[src/dosc_regs.svh]
`ifndef DOSC_REGS_SVH
`define DOSC_REGS_SVH
// register byte addresses
`define DOSC_MIX5_SEL_ADDR 16'h3228
`define DOSC_MIX5_TAB_ADDR 16'h322c
`define DOSC_MIX6_SEL_ADDR 16'h3230
`define DOSC_MIX6_TAB_ADDR 16'h3234
`define DOSC_MIX7_SEL_ADDR 16'h3238
`define DOSC_MIX7_TAB_ADDR 16'h323c
`define DOSC_DELAY_ADDR 16'h3240
`define DOSC_CLKGATE_ADDR 16'h3248
`define DOSC_KEY_LOW_ADDR 16'h3250
`define DOSC_KEY_HIGH_ADDR 16'h3254
`define DOSC_ACLAMP_ADDR 16'h3258
`define DOSC_DBLANK_ADDR 16'h325c
`define DOSC_OUT_EN_ADDR 16'h3260
`define DOSC_PRIO_ADDR 16'h3270
// clock gate control bits
`define DOSC_GATE_TYPE_BIT 0
`define DOSC_GATE_ON_BIT 1
`define DOSC_CLK_INV_BIT 2
`define DOSC_CLK_HALF_BIT 3
// key limit fields
`define DOSC_KEY_INV_BIT 24
// output enable bits
`define DOSC_HS_EN_BIT 24
`define DOSC_VS_EN_BIT 25
`define DOSC_VR_EN_BIT 26
`define DOSC_KEY_EN_BIT 27
`define DOSC_DAC_EN_BIT 28
`define DOSC_REF_EN_BIT 29
// reset values and the sequencer select code
`define DOSC_ZERO_RST 32'h0000_0000
`define DOSC_LOW_PRIO_RST 3'h3
`define DOSC_HIGH_PRIO_RST 3'h7
`define DOSC_SEL_SEQ 3'h1
`endif
[src/dosc_pkg.sv]
package dosc_pkg;
	typedef logic [31:0] dosc_word_t;
	typedef logic [7:0] dosc_chan_t;
	// apb slave phases
	typedef enum logic [2:0] {
		DOSC_IDLE = 3'b001,
		DOSC_SETUP = 3'b010,
		DOSC_ACCESS = 3'b100
	} dosc_apb_t;
endpackage : dosc_pkg

[src/dosc_output_stage.sv]
// Design decision made here: the APB register port.
`timescale 1ns/1ps
`include "dosc_regs.svh"

module dosc_output_stage (
	input wire logic pclk,
	input wire logic presetn,
	input wire logic psel,
	input wire logic penable,
	input wire logic pwrite,
	input wire logic [15:0] paddr,
	input wire logic [31:0] pwdata,
	output logic [31:0] prdata,
	output logic pready,
	output logic pslverr,
	input wire logic seq_out,
	input wire logic [4:0] low_mixer_out,
	input wire logic blanking,
	input wire logic [23:0] pixel_rgb,
	input wire logic [7:0] input_queue_level,
	output logic [7:0] sync_out,
	output logic panel_clk,
	output logic key_match_pin,
	output logic key_match_oe_n,
	output logic [23:0] data_out,
	output logic [23:0] data_oe_n,
	output logic line_sync_oe_n,
	output logic frame_sync_oe_n,
	output logic frame_ref_oe_n,
	output logic [23:0] analog_clamp,
	output logic converter_out_enable,
	output logic ref_voltage_enable,
	output logic [2:0] high_request_priority
);

	// ----------------------------------------
	// registers
	// ----------------------------------------
	dosc_pkg::dosc_word_t mix_sel_r [5:7];
	dosc_pkg::dosc_word_t mix_tab_r [5:7];
	logic [7:0] half_cycle_delay_bits_r;
	logic [3:0] clk_gate_r;
	logic [24:0] key_low_r;
	logic [23:0] key_high_r;
	logic [23:0] analog_clamp_r;
	logic [23:0] digital_blank_word_r;
	logic [29:0] out_en_r;
	logic [2:0] low_prio_r;
	logic [2:0] high_prio_r;
	logic [31:0] rdata_nxt;
	logic wr_acc;
	logic rd_acc;
	logic addr_ok;

	// ----------------------------------------
	// functions
	// ----------------------------------------
	// one mixer input selector: zero, sequencer, else zero
	function automatic logic pick_input(input logic [2:0] sel, input logic seq);
		pick_input = (sel == `DOSC_SEL_SEQ) ? seq : 1'b0;
	endfunction : pick_input

	// mixer: five selected inputs index the truth table
	function automatic logic mix_eval(input logic [31:0] sel, input logic [31:0] tab, input logic seq);
		logic [4:0] idx;
		idx = {pick_input(sel[14:12], seq), pick_input(sel[11:9], seq), pick_input(sel[8:6], seq),
			pick_input(sel[5:3], seq), pick_input(sel[2:0], seq)};
		mix_eval = tab[idx];
	endfunction : mix_eval

	// inclusive range test for one channel
	function automatic logic in_range(input logic [7:0] v, input logic [7:0] lo, input logic [7:0] hi);
		in_range = (v >= lo) && (v <= hi);
	endfunction : in_range

	// ----------------------------------------
	// apb slave
	// ----------------------------------------
	// zero wait states; unmapped addresses answer pslverr
	assign pready = 1'b1;
	assign wr_acc = psel && penable && pwrite;
	assign rd_acc = psel && !pwrite;

	always_comb begin
		addr_ok = 1'b1;
		rdata_nxt = 32'h0000_0000;
		unique case (paddr)
			`DOSC_MIX5_SEL_ADDR: rdata_nxt = mix_sel_r[5];
			`DOSC_MIX5_TAB_ADDR: rdata_nxt = mix_tab_r[5];
			`DOSC_MIX6_SEL_ADDR: rdata_nxt = mix_sel_r[6];
			`DOSC_MIX6_TAB_ADDR: rdata_nxt = mix_tab_r[6];
			`DOSC_MIX7_SEL_ADDR: rdata_nxt = mix_sel_r[7];
			`DOSC_MIX7_TAB_ADDR: rdata_nxt = mix_tab_r[7];
			`DOSC_DELAY_ADDR: rdata_nxt = {24'h00_0000, half_cycle_delay_bits_r};
			`DOSC_CLKGATE_ADDR: rdata_nxt = {28'h000_0000, clk_gate_r};
			`DOSC_KEY_LOW_ADDR: rdata_nxt = {7'h00, key_low_r};
			`DOSC_KEY_HIGH_ADDR: rdata_nxt = {8'h00, key_high_r};
			`DOSC_ACLAMP_ADDR: rdata_nxt = {8'h00, analog_clamp_r};
			`DOSC_DBLANK_ADDR: rdata_nxt = {8'h00, digital_blank_word_r};
			`DOSC_OUT_EN_ADDR: rdata_nxt = {2'h0, out_en_r};
			`DOSC_PRIO_ADDR: rdata_nxt = {16'h0000, input_queue_level, 1'b0, high_prio_r, 1'b0, low_prio_r};
			default: addr_ok = 1'b0;
		endcase
	end

	// read data registered in setup cycle, valid in access phase
	always_ff @(posedge pclk or negedge presetn) begin
		if (!presetn) begin
			prdata <= 32'h0000_0000;
		end else if (rd_acc && !penable) begin
			prdata <= rdata_nxt;
		end
	end

	assign pslverr = psel && penable && !addr_ok;

	// mixer registers, no documented reset
	always_ff @(posedge pclk or negedge presetn) begin
		if (!presetn) begin
			for (int i = 5; i <= 7; i++) begin
				mix_sel_r[i] <= `DOSC_ZERO_RST;
				mix_tab_r[i] <= `DOSC_ZERO_RST;
			end
		end else if (wr_acc) begin
			for (int i = 5; i <= 7; i++) begin
				if (paddr == 16'(`DOSC_MIX5_SEL_ADDR + 8 * (i - 5))) begin
					mix_sel_r[i] <= pwdata;
				end
				if (paddr == 16'(`DOSC_MIX5_TAB_ADDR + 8 * (i - 5))) begin
					mix_tab_r[i] <= pwdata;
				end
			end
		end
	end

	// control registers
	always_ff @(posedge pclk or negedge presetn) begin
		if (!presetn) begin
			half_cycle_delay_bits_r <= 8'h00;
			clk_gate_r <= 4'h0;
			key_low_r <= 25'h000_0000;
			key_high_r <= 24'h00_0000;
			analog_clamp_r <= 24'h00_0000;
			digital_blank_word_r <= 24'h00_0000;
			out_en_r <= 30'h0000_0000;
			low_prio_r <= `DOSC_LOW_PRIO_RST;
			high_prio_r <= `DOSC_HIGH_PRIO_RST;
		end else if (wr_acc) begin
			unique case (paddr)
				`DOSC_DELAY_ADDR: half_cycle_delay_bits_r <= pwdata[7:0];
				`DOSC_CLKGATE_ADDR: clk_gate_r <= pwdata[3:0];
				`DOSC_KEY_LOW_ADDR: key_low_r <= pwdata[24:0];
				`DOSC_KEY_HIGH_ADDR: key_high_r <= pwdata[23:0];
				`DOSC_ACLAMP_ADDR: analog_clamp_r <= pwdata[23:0];
				`DOSC_DBLANK_ADDR: digital_blank_word_r <= pwdata[23:0];
				`DOSC_OUT_EN_ADDR: out_en_r <= pwdata[29:0];
				`DOSC_PRIO_ADDR: begin
					low_prio_r <= pwdata[2:0];
					high_prio_r <= pwdata[6:4];
				end
				default: ;
			endcase
		end
	end

	// ----------------------------------------
	// sync mixers and half-cycle switch
	// ----------------------------------------
	logic [7:0] mix_raw;
	logic [7:0] mix_q_r;
	logic [7:0] mix_half_r;

	always_comb begin
		mix_raw[4:0] = low_mixer_out;
		for (int i = 5; i <= 7; i++) begin
			mix_raw[i] = mix_eval(mix_sel_r[i], mix_tab_r[i], seq_out);
		end
	end

	// mixer outputs registered on rising edge
	always_ff @(posedge pclk or negedge presetn) begin
		if (!presetn) begin
			mix_q_r <= 8'h00;
		end else begin
			mix_q_r <= mix_raw;
		end
	end

	// falling edge copy gives the half-cycle delay
	always_ff @(negedge pclk or negedge presetn) begin
		if (!presetn) begin
			mix_half_r <= 8'h00;
		end else begin
			mix_half_r <= mix_q_r;
		end
	end

	assign sync_out = (half_cycle_delay_bits_r & mix_half_r) | (~half_cycle_delay_bits_r & mix_q_r);

	// ----------------------------------------
	// panel clock
	// ----------------------------------------
	logic half_clk_r;
	logic gate_q_r;
	logic base_clk;
	logic gated_clk;

	// divide by two toggle
	always_ff @(posedge pclk or negedge presetn) begin
		if (!presetn) begin
			half_clk_r <= 1'b0;
		end else begin
			half_clk_r <= ~half_clk_r;
		end
	end

	// gate sampled while clock low to keep undivided pclk pulses whole; halved clock pulses can be cut
	always_ff @(negedge pclk or negedge presetn) begin
		if (!presetn) begin
			gate_q_r <= 1'b0;
		end else begin
			gate_q_r <= mix_q_r[7];
		end
	end

	always_comb begin
		base_clk = clk_gate_r[`DOSC_CLK_HALF_BIT] ? half_clk_r : pclk;
		if (!clk_gate_r[`DOSC_GATE_ON_BIT]) begin
			gated_clk = base_clk;
		end else if (clk_gate_r[`DOSC_GATE_TYPE_BIT]) begin
			gated_clk = base_clk | gate_q_r;
		end else begin
			gated_clk = base_clk & gate_q_r;
		end
		panel_clk = gated_clk ^ clk_gate_r[`DOSC_CLK_INV_BIT];
	end

	// ----------------------------------------
	// colour key and data outputs
	// ----------------------------------------
	logic key_hit;

	assign key_hit = in_range(pixel_rgb[23:16], key_low_r[23:16], key_high_r[23:16])
		&& in_range(pixel_rgb[15:8], key_low_r[15:8], key_high_r[15:8])
		&& in_range(pixel_rgb[7:0], key_low_r[7:0], key_high_r[7:0]);

	// key pin and data word registered
	always_ff @(posedge pclk or negedge presetn) begin
		if (!presetn) begin
			key_match_pin <= 1'b0;
			data_out <= 24'h00_0000;
		end else begin
			key_match_pin <= key_hit ^ key_low_r[`DOSC_KEY_INV_BIT];
			data_out <= blanking ? digital_blank_word_r : pixel_rgb;
		end
	end

	assign analog_clamp = analog_clamp_r;
	assign data_oe_n = ~out_en_r[23:0];
	assign line_sync_oe_n = ~out_en_r[`DOSC_HS_EN_BIT];
	assign frame_sync_oe_n = ~out_en_r[`DOSC_VS_EN_BIT];
	assign frame_ref_oe_n = ~out_en_r[`DOSC_VR_EN_BIT];
	assign key_match_oe_n = ~out_en_r[`DOSC_KEY_EN_BIT];
	assign converter_out_enable = out_en_r[`DOSC_DAC_EN_BIT];
	assign ref_voltage_enable = out_en_r[`DOSC_REF_EN_BIT];
	assign high_request_priority = high_prio_r;

	// ----------------------------------------
	// assertions
	// ----------------------------------------
	// mixer evaluation, selectors and half-cycle switch
	mixer_eval_a: assert property (@(posedge pclk) disable iff (!presetn)
		$past(presetn) |-> (mix_q_r[7] == $past(mix_tab_r[7][{pick_input(mix_sel_r[7][14:12], seq_out),
			pick_input(mix_sel_r[7][11:9], seq_out), pick_input(mix_sel_r[7][8:6], seq_out),
			pick_input(mix_sel_r[7][5:3], seq_out), pick_input(mix_sel_r[7][2:0], seq_out)}])))
		else $error("mixer seven output wrong");
	zero_select_a: assert property (@(posedge pclk) disable iff (!presetn)
		(mix_sel_r[5][14:0] == 15'h0000) |=> (mix_q_r[5] == $past(mix_tab_r[5][0])))
		else $error("zero selects not index zero");
	half_copy_a: assert property (@(posedge pclk) disable iff (!presetn)
		$past(presetn) |-> (mix_half_r == mix_q_r))
		else $error("half cycle copy wrong");
	undelayed_a: assert property (@(posedge pclk) disable iff (!presetn)
		!half_cycle_delay_bits_r[6] |-> (sync_out[6] == mix_q_r[6]))
		else $error("undelayed sync differs");
	delay_write_a: assert property (@(posedge pclk) disable iff (!presetn)
		(wr_acc && paddr == `DOSC_DELAY_ADDR) |=> (half_cycle_delay_bits_r == $past(pwdata[7:0])))
		else $error("delay bits not written");

	// register write effects on pins, and the queue level read
	enable_map_a: assert property (@(posedge pclk) disable iff (!presetn)
		(wr_acc && paddr == `DOSC_OUT_EN_ADDR) |=> (converter_out_enable == $past(pwdata[28])))
		else $error("converter enable wrong");
	key_oe_map_a: assert property (@(posedge pclk) disable iff (!presetn)
		(wr_acc && paddr == `DOSC_OUT_EN_ADDR) |=> ((key_match_oe_n == !$past(pwdata[27]))
			&& (ref_voltage_enable == $past(pwdata[29]))))
		else $error("key or reference enable wrong");
	data_oe_map_a: assert property (@(posedge pclk) disable iff (!presetn)
		(wr_acc && paddr == `DOSC_OUT_EN_ADDR) |=> (data_oe_n == ~$past(pwdata[23:0])))
		else $error("data enables wrong");
	sync_oe_map_a: assert property (@(posedge pclk) disable iff (!presetn)
		(wr_acc && paddr == `DOSC_OUT_EN_ADDR) |=> ({frame_ref_oe_n, frame_sync_oe_n, line_sync_oe_n} == ~$past(pwdata[26:24])))
		else $error("sync enables wrong");
	clamp_map_a: assert property (@(posedge pclk) disable iff (!presetn)
		(wr_acc && paddr == `DOSC_ACLAMP_ADDR) |=> (analog_clamp == $past(pwdata[23:0])))
		else $error("analog clamp wrong");
	prio_hold_a: assert property (@(posedge pclk) disable iff (!presetn)
		(wr_acc && paddr == `DOSC_PRIO_ADDR) |=> (high_request_priority == $past(pwdata[6:4])))
		else $error("high priority wrong");
	prio_read_a: assert property (@(posedge pclk) disable iff (!presetn)
		(psel && !penable && !pwrite && paddr == `DOSC_PRIO_ADDR) |=> (prdata[15:8] == $past(input_queue_level)))
		else $error("queue level not read");

	// panel clock path
	half_clock_a: assert property (@(posedge pclk) disable iff (!presetn)
		$past(presetn) |-> (half_clk_r != $past(half_clk_r)))
		else $error("divider not toggling");
	halve_out_a: assert property (@(posedge pclk) disable iff (!presetn)
		(clk_gate_r == 4'h8) |-> (panel_clk == half_clk_r))
		else $error("halved clock not sent");
	clock_pass_a: assert property (@(posedge pclk) disable iff (!presetn)
		(clk_gate_r[3:1] == 3'h0) |-> !panel_clk)
		else $error("ungated clock not passed");
	clock_invert_a: assert property (@(posedge pclk) disable iff (!presetn)
		(clk_gate_r[3:1] == 3'h2) |-> panel_clk)
		else $error("clock not inverted");
	gate_source_a: assert property (@(posedge pclk) disable iff (!presetn)
		$past(presetn) |-> (gate_q_r == mix_q_r[7]))
		else $error("gate not from mixer seven");
	gate_and_a: assert property (@(negedge pclk) disable iff (!presetn)
		(clk_gate_r == 4'h2) |-> (panel_clk == gate_q_r))
		else $error("and gate wrong");
	gate_or_a: assert property (@(posedge pclk) disable iff (!presetn)
		(clk_gate_r == 4'h3) |-> (panel_clk == gate_q_r))
		else $error("or gate wrong");

	// colour key and data word
	key_range_a: assert property (@(posedge pclk) disable iff (!presetn)
		(!key_low_r[24] && (pixel_rgb[7:0] < key_low_r[7:0])) ##1 !key_low_r[24] |-> !key_match_pin)
		else $error("key active out of range");
	key_upper_a: assert property (@(posedge pclk) disable iff (!presetn)
		(!key_low_r[24] && (pixel_rgb[23:16] > key_high_r[23:16])) ##1 !key_low_r[24] |-> !key_match_pin)
		else $error("key active above range");
	key_polarity_a: assert property (@(posedge pclk) disable iff (!presetn)
		$past(presetn) |-> (key_match_pin == ($past(key_hit) ^ $past(key_low_r[24]))))
		else $error("key polarity wrong");
	blank_word_a: assert property (@(posedge pclk) disable iff (!presetn)
		$past(blanking) |-> (data_out == $past(digital_blank_word_r)))
		else $error("blank word not driven");
	data_pass_a: assert property (@(posedge pclk) disable iff (!presetn)
		($past(presetn) && !$past(blanking)) |-> (data_out == $past(pixel_rgb)))
		else $error("pixel word not driven");

endmodule : dosc_output_stage

[config.mk]
export PLATFORM = sky130hd
export DESIGN_NAME = dosc_output_stage
export DESIGN_NICKNAME = d
export VERILOG_FILES = /design/src/dosc_pkg.sv /design/src/dosc_output_stage.sv
export VERILOG_INCLUDE_DIRS = /design/src
export SDC_FILE = /design/constraint.sdc
export NUM_CORES = 1
export LEC_CHECK = 0
export ABC_AREA = 0
export BUFFER_PORTS_ARGS = -buffer_cell sky130_fd_sc_hd__buf_2
export CAP_MARGIN = 25
export CORE_MARGIN = 2
export CORE_UTILIZATION = 25
export CTS_CLUSTER_SIZE = 10
export DETAILED_ROUTE_END_ITERATION = 6
export PLACE_DENSITY_LB_ADDON = 0.3
export SYNTH_ARGS = -nofsm -noshare
export SYNTH_HDL_FRONTEND = slang
export SYNTH_SLANG_ARGS = --single-unit
export TNS_END_PERCENT = 20
[constraint.sdc]
create_clock -name pclk -period 2.97 [get_ports pclk]
set_clock_uncertainty 0.2 [all_clocks]
set_input_delay 0.594 -clock pclk [delete_from_list [all_inputs] [get_ports pclk]]
set_output_delay 0.594 -clock pclk [all_outputs]
set_load 0.01 [all_outputs]
==> flow_summary_export.csv <==
group,metric,value,unit
critical_path,required,2180,ps
cts,clk_pin_slew_worst_paths,60,ps
yosys,synthXorXnorAreaFrac,0.129,%
yosys,yosysTopAreaCell,"dfrtp_1",
final_layout,multi_input_area,0.00935,mm^2
yosys,synth_top_area_share,48.9,%
critical_path,path_max_fanout,3,
sta,finalWorstSetupSlack,-981,ps
die,die_y,289,um
yosys,synthMuxAreaShare,23.0,%
final_layout,fill_cells,8057,
grt,grt_pass1_wl,121000,um
final_layout,nets,2229,
job,drv_cap,0,
sta,rsz0062_at_grt,"yes",
critical_path,crit_buf_inv,2,
die,rows,104,
yosys,synth_adder_area_share,2.95,%
routing,drcViolationCount,3,
yosys,synth_cell_type_count,77,
outcome,status,"finished with violations",
yosys,synthCells,1696,
critical_path,rr_worst_depth,7,
final_layout,area_growth,29.2,%
min_path,min_from,"pwdata[26]",
min_path,hold_path.class,"in2reg",
critical_path,max_stage_delay,420,ps
power_and_ir_drop,p_leak,12.6,nW
die,coreArea,0.0805,mm^2
critical_path,arrival,3160,ps
die,dieArea,0.0838,mm^2
yosys,yosysWarnings,0,
grt,grt_max_degree,138,
power_and_ir_drop,ir_drop,0.409,mV
routing,viasPerCell,5.12,
yosys,ys_async_sr_fraction,100,%
yosys,synth-edff-count,0,
yosys,synth_seq_cells,411,
routing,final_antenna_net_count,0,
critical_path,crit_slowest_cell,"dfrtn_1",
cts,cts_tree,"built",
yosys,syn-cell-area,0.0204,mm^2
routing,detail_route.iter0.violations,1412,
critical_path,r2r_slack,380,ps
yosys,syn_nets,1836,
critical_path,startpoint,"gate_q_r",
outcome,failed_checks,"design-rule violations, negative setup slack",
sta,hold_viol,0,
placement,dpl.hpwl,63300,um
yosys,synth_area_leaders,"dfrtp_1 (49%), mux2_2 (17%), ha_1 (2.9%), nand2_1 (2.9%), mux2i_1 (2.8%)",
power_and_ir_drop,power.density,501,mW/mm^2
cts,cts_setup_buffers,0,
placement,gp_congestion,0.927,
placement,place_inst,3057,
yosys,synth.avg_cell_area,12.0,um^2
critical_path,r2r-end,"mix_q_r[6]",
sta,max_slew_margin,43.8,%
critical_path,critPathTopFamily,"flip-flops",
power_and_ir_drop,power.total,13.2,mW
cts,clk_latency,720,ps
yosys,ys.flop_type,"dfrtp_1",
sta,tightest_slew,831,ps
final_layout,layout-drive-gt1-share,41.0,%
critical_path,end_kind,"output pin",
critical_path,worstReg2RegStart,"mix_sel_r[34]",
placement,portBuffers,215,
die,die_width,289,um
grt,antenna_found_initial,10,
critical_path,path_cells,"inv_1 > a21oi_2 > o21ai_2 > xnor2_1 > buf_2",
grt,grtUsageTotal,20.1,%
final_layout,regArea,0.0103,mm^2
yosys,netlist_top_cells_count,"dfrtp_1 (398), mux2_2 (315), nand2_1 (155), o21ai_0 (87), inv_1 (77)",
yosys,yosys.cell_count.top_type,"dfrtp_1",
routing,wl_per_cell,26.3,um
routing,totalWireLength,83800,um
sta,finalSetupViolCount,11,
die,start_util,25.3,%
final_layout,fin_cells,3187,
critical_path,critPathKind,"reg2out",
sta,drv_slew,0,
critical_path,crit_cells,5,
yosys,synth_compound_area_share,10.5,%
yosys,synth-simple-area-share,8.80,%
yosys,yosysSeqAreaShare,50.5,%
die,io_pins,217,
critical_path,cp-start-kind,"register",
grt,grt_pass1_vias,17000,
grt,grt.overflow.total,0,
critical_path,endpoint,"panel_clk",
routing,vias,16300,
yosys,synth_top_family_by_area,"multiplexers",
routing,dr.pass1.iters,7,
==> power by group <==
part / internal (mW) / switching [mW]
Clock: 4.16 / 2.68
Sequential: 5.63 / 0.00761
Combinational: 0.231 / 0.477
Total: 10.0 / 3.16
==> stage by stage <==
| step | TNS (ps) | utilization (%) | hold slack [ps] | setup slack (ps) | area (um^2) |
|---|---|---|---|---|---|
| after global placement | -19990 | 29.9 | 213 | -268 | 24100 |
| after floorplan | -187 | - | 98.4 | -187 | 20400 |
| after detailed placement | -19210 | 29.9 | 231 | -269 | 24100 |
| after global routing | -7220 | 32.7 | 28.7 | -1070 | 26300 |
| final | -6860 | 32.7 | 19.0 | -981 | 26300 |
| after CTS | -7000 | 32.7 | 11.1 | -1000 | 26300 |
==> cell type report <==
cell class | count | share of cell area, %
antenna | 2 | 0.0190
clock buffer | 92 | 6.40
clock inverter | 6 | 0.504
inverter | 77 | 1.10
multi-input combinational | 1091 | 35.5
sequential | 411 | 39.1
tap | 1060 | 5.04
timing repair buffer | 448 | 12.3
==> worst reg2reg max path: stages, from the launching register on <==
cell and delay [ps]:
dfrtp_1 400, nor3_2 180, buf_4 210, buf_12 150
mux4_2 520, mux2i_1 350, mux2i_1 120, mux2_2 330
==> worst min path at each step <==
| stage | to | cells after the start |
|---|---|---|
| floorplan | analog_clamp[0] | 0 |
| global placement | half_clk_r | 1 |
| detailed placement | half_clk_r | 1 |
| CTS | mix_sel_r[62] | 2 |
| global route | mix_tab_r[30] | 2 |
| finish | out_en_r[26] | 3 |
==> what timing repair did <==
action,4_1_cts,5_1_grt
endpoints found under the setup margin,11,11
pin swaps,3,1
hold endpoints to repair,189,0
gates resized for setup,19,2
hold buffers,31,0
==> flip-flops by register name, summed over array words and instances (netlist names) <==
| name | count |
|---|---|
| key_match_pin | 1 |
| half_clk_r | 1 |
| gate_q_r | 1 |
| mix_q_r | 8 |
| high_request_priority | 3 |
| analog_clamp | 24 |
| out_en_r | 30 |
| half_cycle_delay_bits_r | 8 |
| clk_gate_r | 4 |
| key_high_r | 24 |
| low_prio_r | 3 |
| mix_half_r | 7 |
| digital_blank_word_r | 24 |
| mix_sel_r | 96 |
| mix_tab_r | 96 |
| key_low_r | 25 |
| prdata | 32 |
| data_out | 24 |
==> layout by cell type, fill, tap and decap left out, types with 6 or more instances in the layout <==
cell type and instances:
nor3_2 12, clkbuf_1 26, dfrtn_1 8, a32oi_1 12
nand4_1 13, buf_6 8, a221oi_1 17, mux2i_1 56
nand3_1 11, mux4_2 25, a222oi_1 17, a2111oi_0 9
a211oi_1 10, buf_12 22, inv_1 77, nand2_1 155
a22o_1 19, o21ai_0 86, clkbuf_16 61, mux2_4 7
a221o_1 7, nor2_1 48, and2_1 8, ha_1 48
dfrtp_1 398, buf_4 181, mux2_2 308, a21o_1 6
nor3_1 24, and3_1 6, dlygate4sd3_1 31, buf_2 206
a22oi_1 34, a21oi_1 32, a32o_1 11, or3_1 6
==> kinds of logic after synthesis <==
family / count (synthesis)
AO/OA/AOI/OAI: 303
XOR/XNOR: 3
adder cells (fa/ha/maj): 48
buffers and inverters: 194
flip-flops: 411
multiplexers: 397
other: 1
AND/OR/NAND/NOR: 339
==> per-layer routing <==
layer | share of wire, % | track usage (%) | vias to the layer above
li1 | - | - | 7036
met1 | 43 | 27.2 | 8485
met2 | 46 | 31.8 | 642
met3 | 7.6 | 4.43 | 146
met4 | 3.1 | 6.79 | 10
met5 | 0.073 | 0 | -
(Power assumes the default switching activity.)
